File: src/design/snpc_pkg.sv
// constants, opcodes and helper functions for the protect and framing block
package snpc_pkg;

	// timing of the modelled internal operation
	localparam int CLK_PERIOD_NS = 40;
	localparam int OP_TIME_NS    = 8000;
	localparam int OP_CYCLES     = (OP_TIME_NS + CLK_PERIOD_NS - 1) / CLK_PERIOD_NS;
	localparam int OP_CNT_W      = 8;
	localparam logic [OP_CNT_W-1:0] OP_CNT_LOAD = OP_CNT_W'(OP_CYCLES);

	// array geometry and protect field layout
	localparam int BLOCK_W          = 9;
	localparam int PAGE_W           = 16;
	localparam logic [9:0] BLOCK_COUNT = 10'h200;
	localparam logic [9:0] SPAN_ONE    = 10'h001;
	localparam logic [3:0] PROT_NONE   = 4'h0;
	localparam logic [3:0] PROT_STEP   = 4'h1;

	// status reply layout
	localparam logic [3:0] SR_STATUS_SEL = 4'hC;
	localparam int PFAIL_BIT = 3;
	localparam int EFAIL_BIT = 2;
	localparam int BUSY_BIT  = 0;

	// opcodes handled by the framing logic
	localparam logic [7:0] OPC_RESET      = 8'hFF;
	localparam logic [7:0] OPC_READ_ID    = 8'h9F;
	localparam logic [7:0] OPC_RD_SR_A    = 8'h0F;
	localparam logic [7:0] OPC_RD_SR_B    = 8'h05;
	localparam logic [7:0] OPC_WR_SR_A    = 8'h1F;
	localparam logic [7:0] OPC_WR_SR_B    = 8'h01;
	localparam logic [7:0] OPC_BBM        = 8'hA1;
	localparam logic [7:0] OPC_BLK_ERASE  = 8'hD8;
	localparam logic [7:0] OPC_PROG_EXEC  = 8'h10;
	localparam logic [7:0] OPC_PAGE_READ  = 8'h13;
	localparam logic [7:0] OPC_CHIP_ER_A  = 8'hC7;
	localparam logic [7:0] OPC_CHIP_ER_B  = 8'h60;

	// byte counts of argument-carrying commands, opcode included
	localparam logic [2:0] LEN_ONE  = 3'h1;
	localparam logic [2:0] LEN_SR   = 3'h3;
	localparam logic [2:0] LEN_PAGE = 3'h4;
	localparam logic [2:0] LEN_BBM  = 3'h5;
	localparam logic [2:0] IDX_REPLY = 3'h2;

	typedef enum logic [1:0] {ST_IDLE, ST_OPCODE, ST_BODY, ST_DROP} snpc_state_t;
	typedef enum logic [2:0] {OP_NONE, OP_ERASE, OP_PROGRAM, OP_PAGE_READ, OP_BBM} snpc_op_t;

	// true for every opcode of the instruction set
	function automatic logic isKnown(input logic [7:0] op);
		case (op)
			8'hFF, 8'h9F, 8'h0F, 8'h05, 8'h1F, 8'h01, 8'h06, 8'h04, 8'hA1, 8'hA5,
			8'hA9, 8'hD8, 8'h02, 8'h84, 8'h32, 8'h34, 8'h10, 8'h13, 8'h03, 8'h0B,
			8'h0C, 8'h3B, 8'h3C, 8'h6B, 8'h6C, 8'hBB, 8'hBC, 8'hEB, 8'hEC, 8'hB9,
			8'hAB, 8'hC7, 8'h60, 8'h66, 8'h99: isKnown = 1'b1;
			default: isKnown = 1'b0;
		endcase
	endfunction

	// write, program, erase and control commands act at the closing edge
	function automatic logic actsAtEnd(input logic [7:0] op);
		case (op)
			8'hFF, 8'h1F, 8'h01, 8'h06, 8'h04, 8'hA1, 8'hD8, 8'h02, 8'h84, 8'h32,
			8'h34, 8'h10, 8'h13, 8'hC7, 8'h60, 8'h66, 8'h99, 8'hB9, 8'hAB: actsAtEnd = 1'b1;
			default: actsAtEnd = 1'b0;
		endcase
	endfunction

	// least frame length in bytes before a command may act
	function automatic logic [2:0] neededBytes(input logic [7:0] op);
		case (op)
			8'hD8, 8'h10, 8'h13: neededBytes = LEN_PAGE;
			8'hA1:               neededBytes = LEN_BBM;
			8'h1F, 8'h01:        neededBytes = LEN_SR;
			default:             neededBytes = LEN_ONE;
		endcase
	endfunction

	// the only instructions served while busy
	function automatic logic allowedBusy(input logic [7:0] op);
		allowedBusy = (op == OPC_RD_SR_A) || (op == OPC_RD_SR_B) || (op == OPC_READ_ID);
	endfunction

endpackage

File: src/design/snpc_protect_if.sv
// carrier between the framing logic and the protection decoder
interface snpc_protect_if;
	import snpc_pkg::*;
	logic               topBottomSelect;
	logic [3:0]         protectField;
	logic [BLOCK_W-1:0] queryBlock;
	logic               wholeChip;
	logic               hit;
	modport decoder (input topBottomSelect, input protectField, input queryBlock,
		input wholeChip, output hit);
	modport user (output topBottomSelect, output protectField, output queryBlock,
		output wholeChip, input hit);
endinterface

File: src/design/snpc_cmd_frame.sv
// instruction framing, busy gating and array write protection of the serial nand
// Overview of operation
// Field 0000 protects nothing; codes 0001..1001 protect 1..256 blocks at top or bottom.
// Field codes 101x and 11xx protect the whole array whatever the other bits hold.
// Erase or program touching any protected block is ignored and starts nothing.
// A falling chip select starts a new instruction.
// The first byte after chip select falls is the opcode.
// Input bits are taken on the serial clock rising edge, most significant first.
// An opcode may be followed by address, data, dummy bytes or a mix of them.
// A rising chip select completes the instruction.
// Read-type instructions may end after any number of bits.
// Write, program or erase frames not ending on a byte boundary are discarded.
// Busy stays high for the whole program, erase, bad-block and page read operation.
// While busy, only status reads and the identification read are served.
// The full opcode set is recognised; unknown opcodes are ignored to frame end.
// Identification read returns one maker byte then two part bytes, also while busy.
// Program refused for protection sets the program failure flag.
// Erase refused for protection sets the erase failure flag.
// Busy drops to zero once the internal operation ends.
module snpc_cmd_frame
	import snpc_pkg::*;
#(
	parameter logic [7:0]  MAKER_CODE = 8'h5A,  // arbitrary value
	parameter logic [15:0] PART_CODE  = 16'h3C81 // arbitrary value
)
(
	input  wire logic              sys_clk,
	input  wire logic              reset_n,
	input  wire logic              chipSelectN,
	input  wire logic              serialClk,
	input  wire logic              serialDataIn,
	output logic                   serialDataOut,
	output logic                   serialDataOutEn,
	input  wire logic              topBottomSelect,
	input  wire logic              protectFieldBit3,
	input  wire logic              protectFieldBit2,
	input  wire logic              protectFieldBit1,
	input  wire logic              protectFieldBit0,
	output logic                   busy,
	output logic                   programFail,
	output logic                   eraseFail,
	output logic                   opStart,
	output snpc_op_t               opKind,
	output logic [PAGE_W-1:0]      opPageAddr,
	output logic                   frameDropped
);

	snpc_protect_if pif();

	logic [1:0]          csSync;
	logic [1:0]          sclkSync;
	logic [1:0]          sdiSync;
	logic                csPrev;
	logic                sclkPrev;
	logic                csFall;
	logic                csRise;
	logic                sclkRise;
	logic                sclkFall;
	logic                frameActive;
	logic [7:0]          shiftNext;
	logic [2:0]          idxNext;
	logic [7:0]          srSel;
	logic [7:0]          statusByte;
	logic [7:0]          protectByte;
	snpc_state_t         state_reg, state_next;
	logic [7:0]          shift_reg, shift_next;
	logic [2:0]          bitCnt_reg, bitCnt_next;
	logic [2:0]          byteCnt_reg, byteCnt_next;
	logic [7:0]          opcode_reg, opcode_next;
	logic [7:0]          srAddr_reg, srAddr_next;
	logic [7:0]          pageHi_reg, pageHi_next;
	logic [7:0]          pageLo_reg, pageLo_next;
	logic [7:0]          outShift_reg, outShift_next;
	logic                outEn_reg, outEn_next;
	logic [OP_CNT_W-1:0] busyCnt_reg, busyCnt_next;
	logic                busy_reg, busy_next;
	logic                pfail_reg, pfail_next;
	logic                efail_reg, efail_next;
	logic                opStart_reg, opStart_next;
	snpc_op_t            opKind_reg, opKind_next;
	logic [PAGE_W-1:0]   opPage_reg, opPage_next;
	logic                drop_reg, drop_next;

	// two-stage synchronisers and edge history for the pins
	always_ff @(posedge sys_clk or negedge reset_n) begin
		if (!reset_n) begin
			csSync   <= 2'h3;
			sclkSync <= 2'h0;
			sdiSync  <= 2'h0;
			csPrev   <= 1'b1;
			sclkPrev <= 1'b0;
		end else begin
			csSync   <= {csSync[0], chipSelectN};
			sclkSync <= {sclkSync[0], serialClk};
			sdiSync  <= {sdiSync[0], serialDataIn};
			csPrev   <= csSync[1];
			sclkPrev <= sclkSync[1];
		end
	end

	// edge events on the synchronised pins
	assign csFall      = csPrev & ~csSync[1];
	assign csRise      = ~csPrev & csSync[1];
	assign sclkRise    = sclkSync[1] & ~sclkPrev;
	assign sclkFall    = ~sclkSync[1] & sclkPrev;
	assign frameActive = (state_reg == ST_OPCODE) || (state_reg == ST_BODY);
	assign shiftNext   = {shift_reg[6:0], sdiSync[1]};
	assign idxNext     = (byteCnt_reg == 3'h7) ? byteCnt_reg : byteCnt_reg + 3'h1;

	// protection query on the captured page address
	assign pif.topBottomSelect = topBottomSelect;
	assign pif.protectField    = {protectFieldBit3, protectFieldBit2, protectFieldBit1,
		protectFieldBit0};
	assign pif.queryBlock      = {pageHi_reg[6:0], pageLo_reg[7:6]};
	assign pif.wholeChip       = (opcode_reg == OPC_CHIP_ER_A) || (opcode_reg == OPC_CHIP_ER_B);

	snpc_protect_decode u_decode (
		.pif (pif.decoder)
	);

	// reply bytes for status reads
	always_comb begin
		statusByte = 8'h00;
		statusByte[PFAIL_BIT] = pfail_reg;
		statusByte[EFAIL_BIT] = efail_reg;
		statusByte[BUSY_BIT]  = busy_reg;
		protectByte = {1'b0, pif.protectField, topBottomSelect, 2'h0};
	end

	// byte to shift out at reply index idx
	function automatic logic [7:0] replyByte(input logic [7:0] op, input logic [2:0] idx,
		input logic [7:0] sr);
		replyByte = 8'h00;
		if (op == OPC_READ_ID) begin
			case (idx)
				3'h2: replyByte = MAKER_CODE;
				3'h3: replyByte = PART_CODE[15:8];
				3'h4: replyByte = PART_CODE[7:0];
				default: replyByte = 8'h00;
			endcase
		end else if ((op == OPC_RD_SR_A) || (op == OPC_RD_SR_B)) begin
			replyByte = (sr[7:4] == SR_STATUS_SEL) ? statusByte : protectByte;
		end
	endfunction

	// next-state logic of framing, protection and busy timing
	always_comb begin
		state_next    = state_reg;
		shift_next    = shift_reg;
		bitCnt_next   = bitCnt_reg;
		byteCnt_next  = byteCnt_reg;
		opcode_next   = opcode_reg;
		srAddr_next   = srAddr_reg;
		pageHi_next   = pageHi_reg;
		pageLo_next   = pageLo_reg;
		outShift_next = outShift_reg;
		outEn_next    = outEn_reg;
		busyCnt_next  = busyCnt_reg;
		busy_next     = busy_reg;
		pfail_next    = pfail_reg;
		efail_next    = efail_reg;
		opStart_next  = 1'b0;
		opKind_next   = opKind_reg;
		opPage_next   = opPage_reg;
		drop_next     = 1'b0;
		srSel         = srAddr_reg;
		// internal operation timer
		if (busy_reg) begin
			busyCnt_next = busyCnt_reg - 1'b1;
			if (busyCnt_reg == 1'b1) begin
				busy_next = 1'b0;
			end
		end
		if (csFall) begin
			state_next    = ST_OPCODE;
			bitCnt_next   = 3'h0;
			byteCnt_next  = 3'h0;
			outEn_next    = 1'b0;
			outShift_next = 8'h00;
		end else if (csRise) begin
			state_next = ST_IDLE;
			outEn_next = 1'b0;
			// read types need nothing here and may stop on any bit, see
			if ((state_reg == ST_BODY) && actsAtEnd(opcode_reg)) begin
				if ((bitCnt_reg != 3'h0) || (byteCnt_reg < neededBytes(opcode_reg))) begin
					drop_next = 1'b1;
				end else begin
					case (opcode_reg)
						OPC_RESET: begin
							pfail_next = 1'b0;
							efail_next = 1'b0;
						end
						OPC_BLK_ERASE, OPC_CHIP_ER_A, OPC_CHIP_ER_B: begin
							if (pif.hit) begin
								efail_next = 1'b1;
							end else begin
								efail_next   = 1'b0;
								opStart_next = 1'b1;
								opKind_next  = OP_ERASE;
							end
						end
						OPC_PROG_EXEC: begin
							if (pif.hit) begin
								pfail_next = 1'b1;
							end else begin
								pfail_next   = 1'b0;
								opStart_next = 1'b1;
								opKind_next  = OP_PROGRAM;
							end
						end
						OPC_PAGE_READ: begin
							opStart_next = 1'b1;
							opKind_next  = OP_PAGE_READ;
						end
						OPC_BBM: begin
							opStart_next = 1'b1;
							opKind_next  = OP_BBM;
						end
						default: opStart_next = 1'b0;
					endcase
					if (opStart_next) begin
						opPage_next  = {pageHi_reg, pageLo_reg};
						busy_next    = 1'b1;
						busyCnt_next = OP_CNT_LOAD;
					end
				end
			end
		end else if (frameActive && sclkRise) begin
			shift_next  = shiftNext;
			bitCnt_next = bitCnt_reg + 3'h1;
			if (bitCnt_reg == 3'h7) begin
				byteCnt_next = idxNext;
				// argument capture by byte position, see
				case (byteCnt_reg)
					3'h0: begin
						opcode_next = shiftNext;
						if (!isKnown(shiftNext) || (busy_reg && !allowedBusy(shiftNext))) begin
							state_next = ST_DROP;
							drop_next  = 1'b1;
						end else begin
							state_next = ST_BODY;
						end
					end
					3'h1: begin
						srAddr_next = shiftNext;
						srSel       = shiftNext;
						if (opcode_reg == OPC_BBM) begin
							pageHi_next = shiftNext;
						end
					end
					3'h2: begin
						if (opcode_reg == OPC_BBM) begin
							pageLo_next = shiftNext;
						end else begin
							pageHi_next = shiftNext;
						end
					end
					3'h3: begin
						if (opcode_reg != OPC_BBM) begin
							pageLo_next = shiftNext;
						end
					end
					default: srSel = srAddr_reg;
				endcase
				// load the next reply byte for identification and status reads
				if ((byteCnt_reg != 3'h0) && (idxNext >= IDX_REPLY) &&
					((opcode_reg == OPC_READ_ID) || (opcode_reg == OPC_RD_SR_A) ||
					(opcode_reg == OPC_RD_SR_B))) begin
					outShift_next = replyByte(opcode_reg, idxNext, srSel);
					outEn_next    = 1'b1;
				end
			end
		end else if (frameActive && sclkFall && (bitCnt_reg != 3'h0)) begin
			outShift_next = {outShift_reg[6:0], 1'b0};
		end
	end

	// state registers
	always_ff @(posedge sys_clk or negedge reset_n) begin
		if (!reset_n) begin
			state_reg    <= ST_IDLE;
			shift_reg    <= 8'h00;
			bitCnt_reg   <= 3'h0;
			byteCnt_reg  <= 3'h0;
			opcode_reg   <= 8'h00;
			srAddr_reg   <= 8'h00;
			pageHi_reg   <= 8'h00;
			pageLo_reg   <= 8'h00;
			outShift_reg <= 8'h00;
			outEn_reg    <= 1'b0;
			busyCnt_reg  <= '0;
			busy_reg     <= 1'b0;
			pfail_reg    <= 1'b0;
			efail_reg    <= 1'b0;
			opStart_reg  <= 1'b0;
			opKind_reg   <= OP_NONE;
			opPage_reg   <= '0;
			drop_reg     <= 1'b0;
		end else begin
			state_reg    <= state_next;
			shift_reg    <= shift_next;
			bitCnt_reg   <= bitCnt_next;
			byteCnt_reg  <= byteCnt_next;
			opcode_reg   <= opcode_next;
			srAddr_reg   <= srAddr_next;
			pageHi_reg   <= pageHi_next;
			pageLo_reg   <= pageLo_next;
			outShift_reg <= outShift_next;
			outEn_reg    <= outEn_next;
			busyCnt_reg  <= busyCnt_next;
			busy_reg     <= busy_next;
			pfail_reg    <= pfail_next;
			efail_reg    <= efail_next;
			opStart_reg  <= opStart_next;
			opKind_reg   <= opKind_next;
			opPage_reg   <= opPage_next;
			drop_reg     <= drop_next;
		end
	end

	// outputs straight from registers
	assign serialDataOut   = outShift_reg[7];
	assign serialDataOutEn = outEn_reg;
	assign busy            = busy_reg;
	assign programFail     = pfail_reg;
	assign eraseFail       = efail_reg;
	assign opStart         = opStart_reg;
	assign opKind          = opKind_reg;
	assign opPageAddr      = opPage_reg;
	assign frameDropped    = drop_reg;
endmodule

File: src/design/snpc_protect_decode.sv
// maps the top/bottom bit and protect field onto a protected block range
module snpc_protect_decode
	import snpc_pkg::*;
(
	snpc_protect_if.decoder pif
);

	logic [9:0] span;
	logic       allProtected;

	// range compare of the queried block against the protected span
	always_comb begin
		allProtected = pif.protectField[3] & (pif.protectField[2] | pif.protectField[1]);
		span = SPAN_ONE << (pif.protectField - PROT_STEP);
		if (pif.protectField == PROT_NONE) begin
			pif.hit = 1'b0;
		end else if (allProtected) begin
			pif.hit = 1'b1;
		end else if (pif.wholeChip) begin
			pif.hit = 1'b1;
		end else if (!pif.topBottomSelect) begin
			pif.hit = {1'b0, pif.queryBlock} >= (BLOCK_COUNT - span);
		end else begin
			pif.hit = {1'b0, pif.queryBlock} < span;
		end
	end

endmodule

File: config.mk
export PLATFORM = sky130hd
export DESIGN_NAME = snpc_cmd_frame
export DESIGN_NICKNAME = d
export VERILOG_FILES = /design/src/design/snpc_pkg.sv /design/src/design/snpc_protect_if.sv /design/src/design/snpc_cmd_frame.sv /design/src/design/snpc_protect_decode.sv
export SDC_FILE = /design/constraint.sdc
export NUM_CORES = 1
export LEC_CHECK = 0
export ABC_AREA = 0
export BUFFER_PORTS_ARGS = -buffer_cell sky130_fd_sc_hd__buf_2
export CAP_MARGIN = 10
export CORE_AREA = 8 8 146 148
export CTS_CLUSTER_SIZE = 12
export DETAILED_ROUTE_END_ITERATION = 6
export DIE_AREA = 0 0 154 156
export HOLD_SLACK_MARGIN = 0.06
export SLEW_MARGIN = 20
export SYNTH_ARGS = -nofsm -noshare
export SYNTH_HDL_FRONTEND = slang
export SYNTH_SLANG_ARGS = --single-unit
File: constraint.sdc
create_clock -name sys_clk -period 3.55 [get_ports sys_clk]
set_clock_uncertainty 0.15 [all_clocks]
set_input_delay 0.355 -clock sys_clk [delete_from_list [all_inputs] [get_ports sys_clk]]
set_output_delay 0.355 -clock sys_clk [all_outputs]
set_load 0.05 [all_outputs]
# == Yosys cells after proc, flatten, opt, wreduce, memory -nomap -nowiden ==
# Index checks and enable logic that the tools add are counted.
# word_totals
output_inout_bits,26
register_bits,96
wordCells,273
# op_classes
n_reduce_logical,55
shifts,1
bitwise_logic,13
n_eq_ne,79
add_sub_neg,5
n_lt_le_gt_ge,4
n_mux,93
# op_table
op,n
$eq A8 B8 Y1 const B,24
$mux W8,21
$eq A8 B3 Y1 const B,6
$eq A8 B5 Y1 const B,6
$eq A8 B6 Y1 const B,6
$eq A8 B7 Y1 const B,6
$mux W1,44
$mux W3,13
$reduce_or A35 Y1,1
$eq A8 B4 Y1 const B,4
$pmux W8 S2,2
$eq A8 B1 Y1 const B,3
$eq A8 B2 Y1 const B,3
$pmux W8 S3,1
$reduce_and A7 Y1,3
$reduce_bool A3 Y1,7
$reduce_and A5 Y1,4
$reduce_or A19 Y1,1
$mux W7,2
$ne A2 B2 Y1 const B,7
$eq A3 B2 Y1 const B,4
$pmux W3 S4,1
$reduce_and A3 Y1,4
$reduce_bool A2 Y1,6
other kinds (33),71

# == Depth between registers and ports, before layout ==
# logic_depth
depth_word,20
depth_mapped,15
depth_no_buf,13

# == Cells and area by module ==
# Synthesis repeated with hierarchy kept, for this count alone.
# unflattened
cells_unflattened,561
area_unflattened_um2,5560.3
# modules_own_cells
module,area_per_inst_um2,cells_each,n_inst
snpc_cmd_frame,4922.2,480,1
snpc_protect_decode,638.1,81,1

# == Worst setup path after synthesis ==
# No wires, ideal clock.
# synth_path
kind,input-to-reg
startpoint,input protectFieldBit0
endpoint,"register opPage_reg[0], in the netlist opPageAddr[0]"
t_required_ns,3.275
stages,13
slack_ns,0.054
t_arrival_ns,3.221
setup_ns,0.125
path_cell_list,clkbuf_1 nor2b_1 nand2_1 ha_1 a22o_1 ha_1 nand2_1 or4_1 a41oi_1 o211ai_1 or3b_1 buf_6 mux2_4
# synth_between
elab_chain_len,15
word_cells_on_any_way,17
classes_between,2 x add/sub; 2 x order compare; 1 x shift; 10 x mux; 2 x reduce/logical
# synth_lines
element,line_no,source
from (decl),snpc_cmd_frame.sv:38,"input wire logic protectFieldBit0,"
$sub A4 B1 Y4,snpc_protect_decode.sv:14,span = SPAN_ONE << (pif.protectField - PROT_STEP);
$shl A1 B4 Y10,snpc_protect_decode.sv:14,
$sub A10 B10 Y10,snpc_protect_decode.sv:22,"pif.hit = {1'b0, pif.queryBlock} >= (BLOCK_COUNT - span);"
$ge A9 B10 Y1,snpc_protect_decode.sv:22,
$mux W1,snpc_protect_decode.sv:21,end else if (!pif.topBottomSelect) begin
$mux W1,snpc_protect_decode.sv:19,end else if (pif.wholeChip) begin
$mux W1,snpc_protect_decode.sv:17,end else if (allProtected) begin
$mux W1 *,snpc_protect_decode.sv:15,if (pif.protectField == PROT_NONE) begin
$mux W1 *,"snpc_cmd_frame.sv:194, snpc_cmd_frame.sv:203",
$pmux W1 S2 *,snpc_cmd_frame.sv:188,case (opcode_reg)
$mux W1 *,snpc_cmd_frame.sv:185,if ((bitCnt_reg != 3'h0) || (byteCnt_reg < neededBytes(opcode_reg))) begin
$mux W1 *,snpc_cmd_frame.sv:184,if ((state_reg == ST_BODY) && actsAtEnd(opcode_reg)) begin
$mux W1 *,snpc_cmd_frame.sv:180,end else if (csRise) begin
$mux W1 *,snpc_cmd_frame.sv:174,if (csFall) begin
$reduce_and A5 Y1 (no source line) *,-,
to (signal assigned),snpc_cmd_frame.sv:316,opPage_reg <= opPage_next;
to (decl),snpc_cmd_frame.sv:81,"logic [PAGE_W-1:0] opPage_reg, opPage_next;"
# Mark *: on every way between the ends. The rest lies on a longest branch, timed or not. The select of a mux whose other input is x is not followed.
# A chain may end at the register's enable or synchronous reset.

# == Worst setup path in the final report ==
# layout_path
startpoint,register opcode_reg[1]
endpoint,"register opPage_reg[1], in the netlist opPageAddr[1]"
# layout_between
elab_chain_len,12
word_cells_on_any_way,46
classes_between,1 x order compare; 19 x eq/ne; 16 x mux; 1 x bitwise; 9 x reduce/logical
# layout_lines
element,line_no,source
from (decl),snpc_cmd_frame.sv:69,"logic [7:0] opcode_reg, opcode_next;"
from (signal assigned),snpc_cmd_frame.sv:304,opcode_reg <= opcode_next;
$eq A8 B8 Y1 / $eq A8 B7 Y1 (equally long branches),"snpc_pkg.sv:62, snpc_cmd_frame.sv:115, snpc_cmd_frame.sv:188",
$logic_or A1 B1 Y1,snpc_cmd_frame.sv:115,assign pif.wholeChip = (opcode_reg == OPC_CHIP_ER_A) || (opcode_reg == OPC_CHIP_ER_B);
$mux W1,snpc_protect_decode.sv:19,
$mux W1,snpc_protect_decode.sv:17,
$mux W1,snpc_protect_decode.sv:15,
$mux W1,"snpc_cmd_frame.sv:194, snpc_cmd_frame.sv:203",
$pmux W1 S2,snpc_cmd_frame.sv:188,
$mux W1,snpc_cmd_frame.sv:185,
$mux W1,snpc_cmd_frame.sv:184,
$mux W1,snpc_cmd_frame.sv:180,
$mux W1,snpc_cmd_frame.sv:174,
$reduce_and A5 Y1 (no source line) *,-,
# Marks and branches as above.

==> impl_results.md <==
* P_leak at 3.00 nW
* Fin util at roughly 34%
* Total track usage at between 10% and 20%
* Post-DRT Antenna Nets at 0
* Slowest CP cell: or4_4
* Worst-path clk slew at around 70 ps
* First DRT Iteration DRCs at around 210
* Syn Std Cell Area at around 0.0056 sq mm
* Clk root buf: clkbuf_16
* Synth unique cells at between 60 and 70
* Final Max Tran Viols at 0
* Routed wire length at 13000 microns
* Fraction of layout cells with a size suffix above 1 at about a quarter
* Global-route wire length before repair at between 20000 and 25000 microns
* Critical Path Start Type: flop
* FMAX at approximately 300 MHz
* Worst-Margin Slew at roughly 780 ps
* DPL Wire Length at 9400 microns
* Diode count at 0
* YS warnings at 0
* CTS tree: done
* Total CTS buffers at 9
* Commonest non-fill, non-tap cell in the layout: dfrtp_1
* # nets final at about 640
* Delay-heaviest family, CP: simple AND/OR/NAND/NOR gates
* CP Cell Sequence: or2_4 > or4_4 > and3b_1 > ha_1 > o21a_1 > o21ai_1 > a31oi_4 > nand4_4 > or3b_4 > buf_12 > mux2_4
* Pre-Repair DR Iteration Count at 4
* MaxCap Viol Count at 0
* EDFF count, synth at 0
* H-tree depth at 3
* Setup violations, final at 0
* Gr ovfl total at 0
* DIE AREA at approximately 0.024 sq mm
* Worst Path Required at 3640 ps
* Gate Count Post-Synth at between 500 and 600
* Worst relative slew slack at 47.8%
* Minimum clock period at 3430 ps
* RSZ-0062 raised after global routing: no
* Run status: finished clean
* Vias/cell at 5.05
* Total Power at around 2.7 mW
* Ys async rst share at 100%
* Total number of vias at around 4.2k
* Largest register FFs at 16
* Core area at around 0.019 sq mm
* Commonest cells after routing, fill and taps aside: 89 x dfrtp_1, 46 x nand2_1, 34 x nor2_1, 34 x mux2_2, 34 x buf_2
* Worst vdd ir at 0.203 mV
* Top Ports at 36
* CP Capture Type: flop
* Site Rows at 51
* DRC viols at 0
* Syn_area_per_cell at approximately 10 sq um
* CTS Buffer Depth at 2
* PwrDens at approximately 420 mW/mm^2
* Synthesis-to-finish area growth at 16.6%
* Sink Count at between 90 and 100
* Ys flop type: dfrtp_1
* GPL Wtd Cong at ~0.84
* Fin crit share at a little over nine tenths
* Crit-path max cell delay at approximately 510 ps
* Largest net degree at the start of global routing at between 50 and 60
* WP buf/inv at 1
* Hold crit path type: reg2reg
* DR WL/cell at ~16 microns
* Initial antenna violation count at 0
* Crit-path max FO at 17
* Die height at about 160 microns
* Worst setup path class: reg2reg
* Fill cells at about 1.9k
* Clock Latency Late Sink at between 300 and 400 ps
* WP data arrival at 3520 ps
* Number of port buffers at 35
* Yosys reg bits at 92
* Sequential element share of the synthesized area at between 40% and 50%
* Initial core utilization at 29.2%
* Chip Width at roughly 150 microns
* Syn Nets at roughly 600
* Final hold vios at 0
* Hold Slack at 203 ps
* Vias in the first global route at about 4.2k
-- power breakdown --
part,switching [mW],internal [mW],total [mW]
sequential,0.184,1.11,1.30
combinational,0.210,0.198,0.408
clock,0.427,0.592,1.02
-- worst paths after layout --
check	startpoint	endpoint	slack [ps]	cells after the start
max in group asynchronous	reset_n	csPrev$_DFF_PN1_	1980	3
worst min-delay path	sdiSync[0]$_DFF_PN0_	sdiSync[1]$_DFF_PN0_	200	0
min in group asynchronous	reset_n	sdiSync[0]$_DFF_PN0_	450	2
worst min register to register	sdiSync[0]$_DFF_PN0_	sdiSync[1]$_DFF_PN0_	200	0
worst max register to register	opcode_reg[1]$_DFFE_PN0P_	opPageAddr[1]$_DFFE_PN0P_	120	11
worst max-delay path	opcode_reg[1]$_DFFE_PN0P_	opPageAddr[1]$_DFFE_PN0P_	120	11
-- stage by stage --
stage | cell area, sq um | setup TNS [ps] | std cells | setup slack [ps]
final | 6490 | 0 | 840 | 119
after global routing | 6490 | 0 | 840 | 21.6
after CTS | 6490 | 0 | 840 | 12.8
after detailed placement | 6130 | -615 | 820 | -41.9
after global placement | 6130 | 0 | 820 | 37.0
after floorplan | 5570 | 0 | 555 | 53.9
-- metal layers --
layer / global-route usage (%) / part of all wire [%] / vias to the layer above
li1: - / - / 2108
met1: 14.6 / 49 / 2061
met2: 18.5 / 46 / 64
met3: 2.13 / 3.5 / 11
met4: 3.97 / 1.7 / 0
met5: 0 / 0 / -
-- cell usage after synthesis, types with 5 or more instances --
master | n | area, sq um
a211oi_1 | 5 | 37.5
a21oi_1 | 25 | 125
nor4_1 | 8 | 50.1
nor2b_1 | 7 | 43.8
o41ai_1 | 5 | 43.8
o21ai_0 | 22 | 110
a31oi_1 | 7 | 43.8
mux2_4 | 16 | 240
ha_1 | 32 | 400
nand2b_1 | 12 | 75.1
nand2_1 | 46 | 173
nand3_1 | 17 | 85.1
mux2_2 | 34 | 383
dfrtp_1 | 89 | 2230
clkbuf_1 | 33 | 124
nor2_1 | 34 | 128
and3b_1 | 5 | 43.8
a21o_1 | 5 | 37.5
inv_1 | 19 | 71.3
nand4_1 | 9 | 56.3
xnor2_1 | 11 | 96.3
nor4b_1 | 6 | 52.6
nor3_1 | 14 | 70.1
-- timing repair --
action | in CTS | in global routing
gates resized for setup | 0 | 2
hold buffers | 4 | 0
endpoints found under the hold margin | 58 | 0
setup buffers | 0 | 0
endpoints found under the setup margin | 0 | 16
-- cell type report --
| cell class | instances | area (sq um) | share of cell area [%] |
|---|---|---|---|
| multi-input cells | 406 | 3030 | 46.7 |
| flip-flops and latches | 92 | 2310 | 35.5 |
| repair buffers | 69 | 468 | 7.21 |
| well taps | 238 | 298 | 4.59 |
| clock buffers | 11 | 253 | 3.89 |
| inverters | 19 | 71.3 | 1.10 |
| clock inverters | 5 | 63.8 | 0.983 |
-- cell families after synthesis --
logic type | Yosys count | share of synthesized area [%]
AOI/OAI and AO/OA | 107 | 12.6
xor gates and xnor gates | 13 | 2.05
adders and majority gates | 32 | 7.19
buffers and inverters | 57 | 4.14
DFF | 92 | 41.4
muxes | 57 | 12.5
and+or+nand+nor | 197 | 20.0
Power figures use the tool's default switching activity.
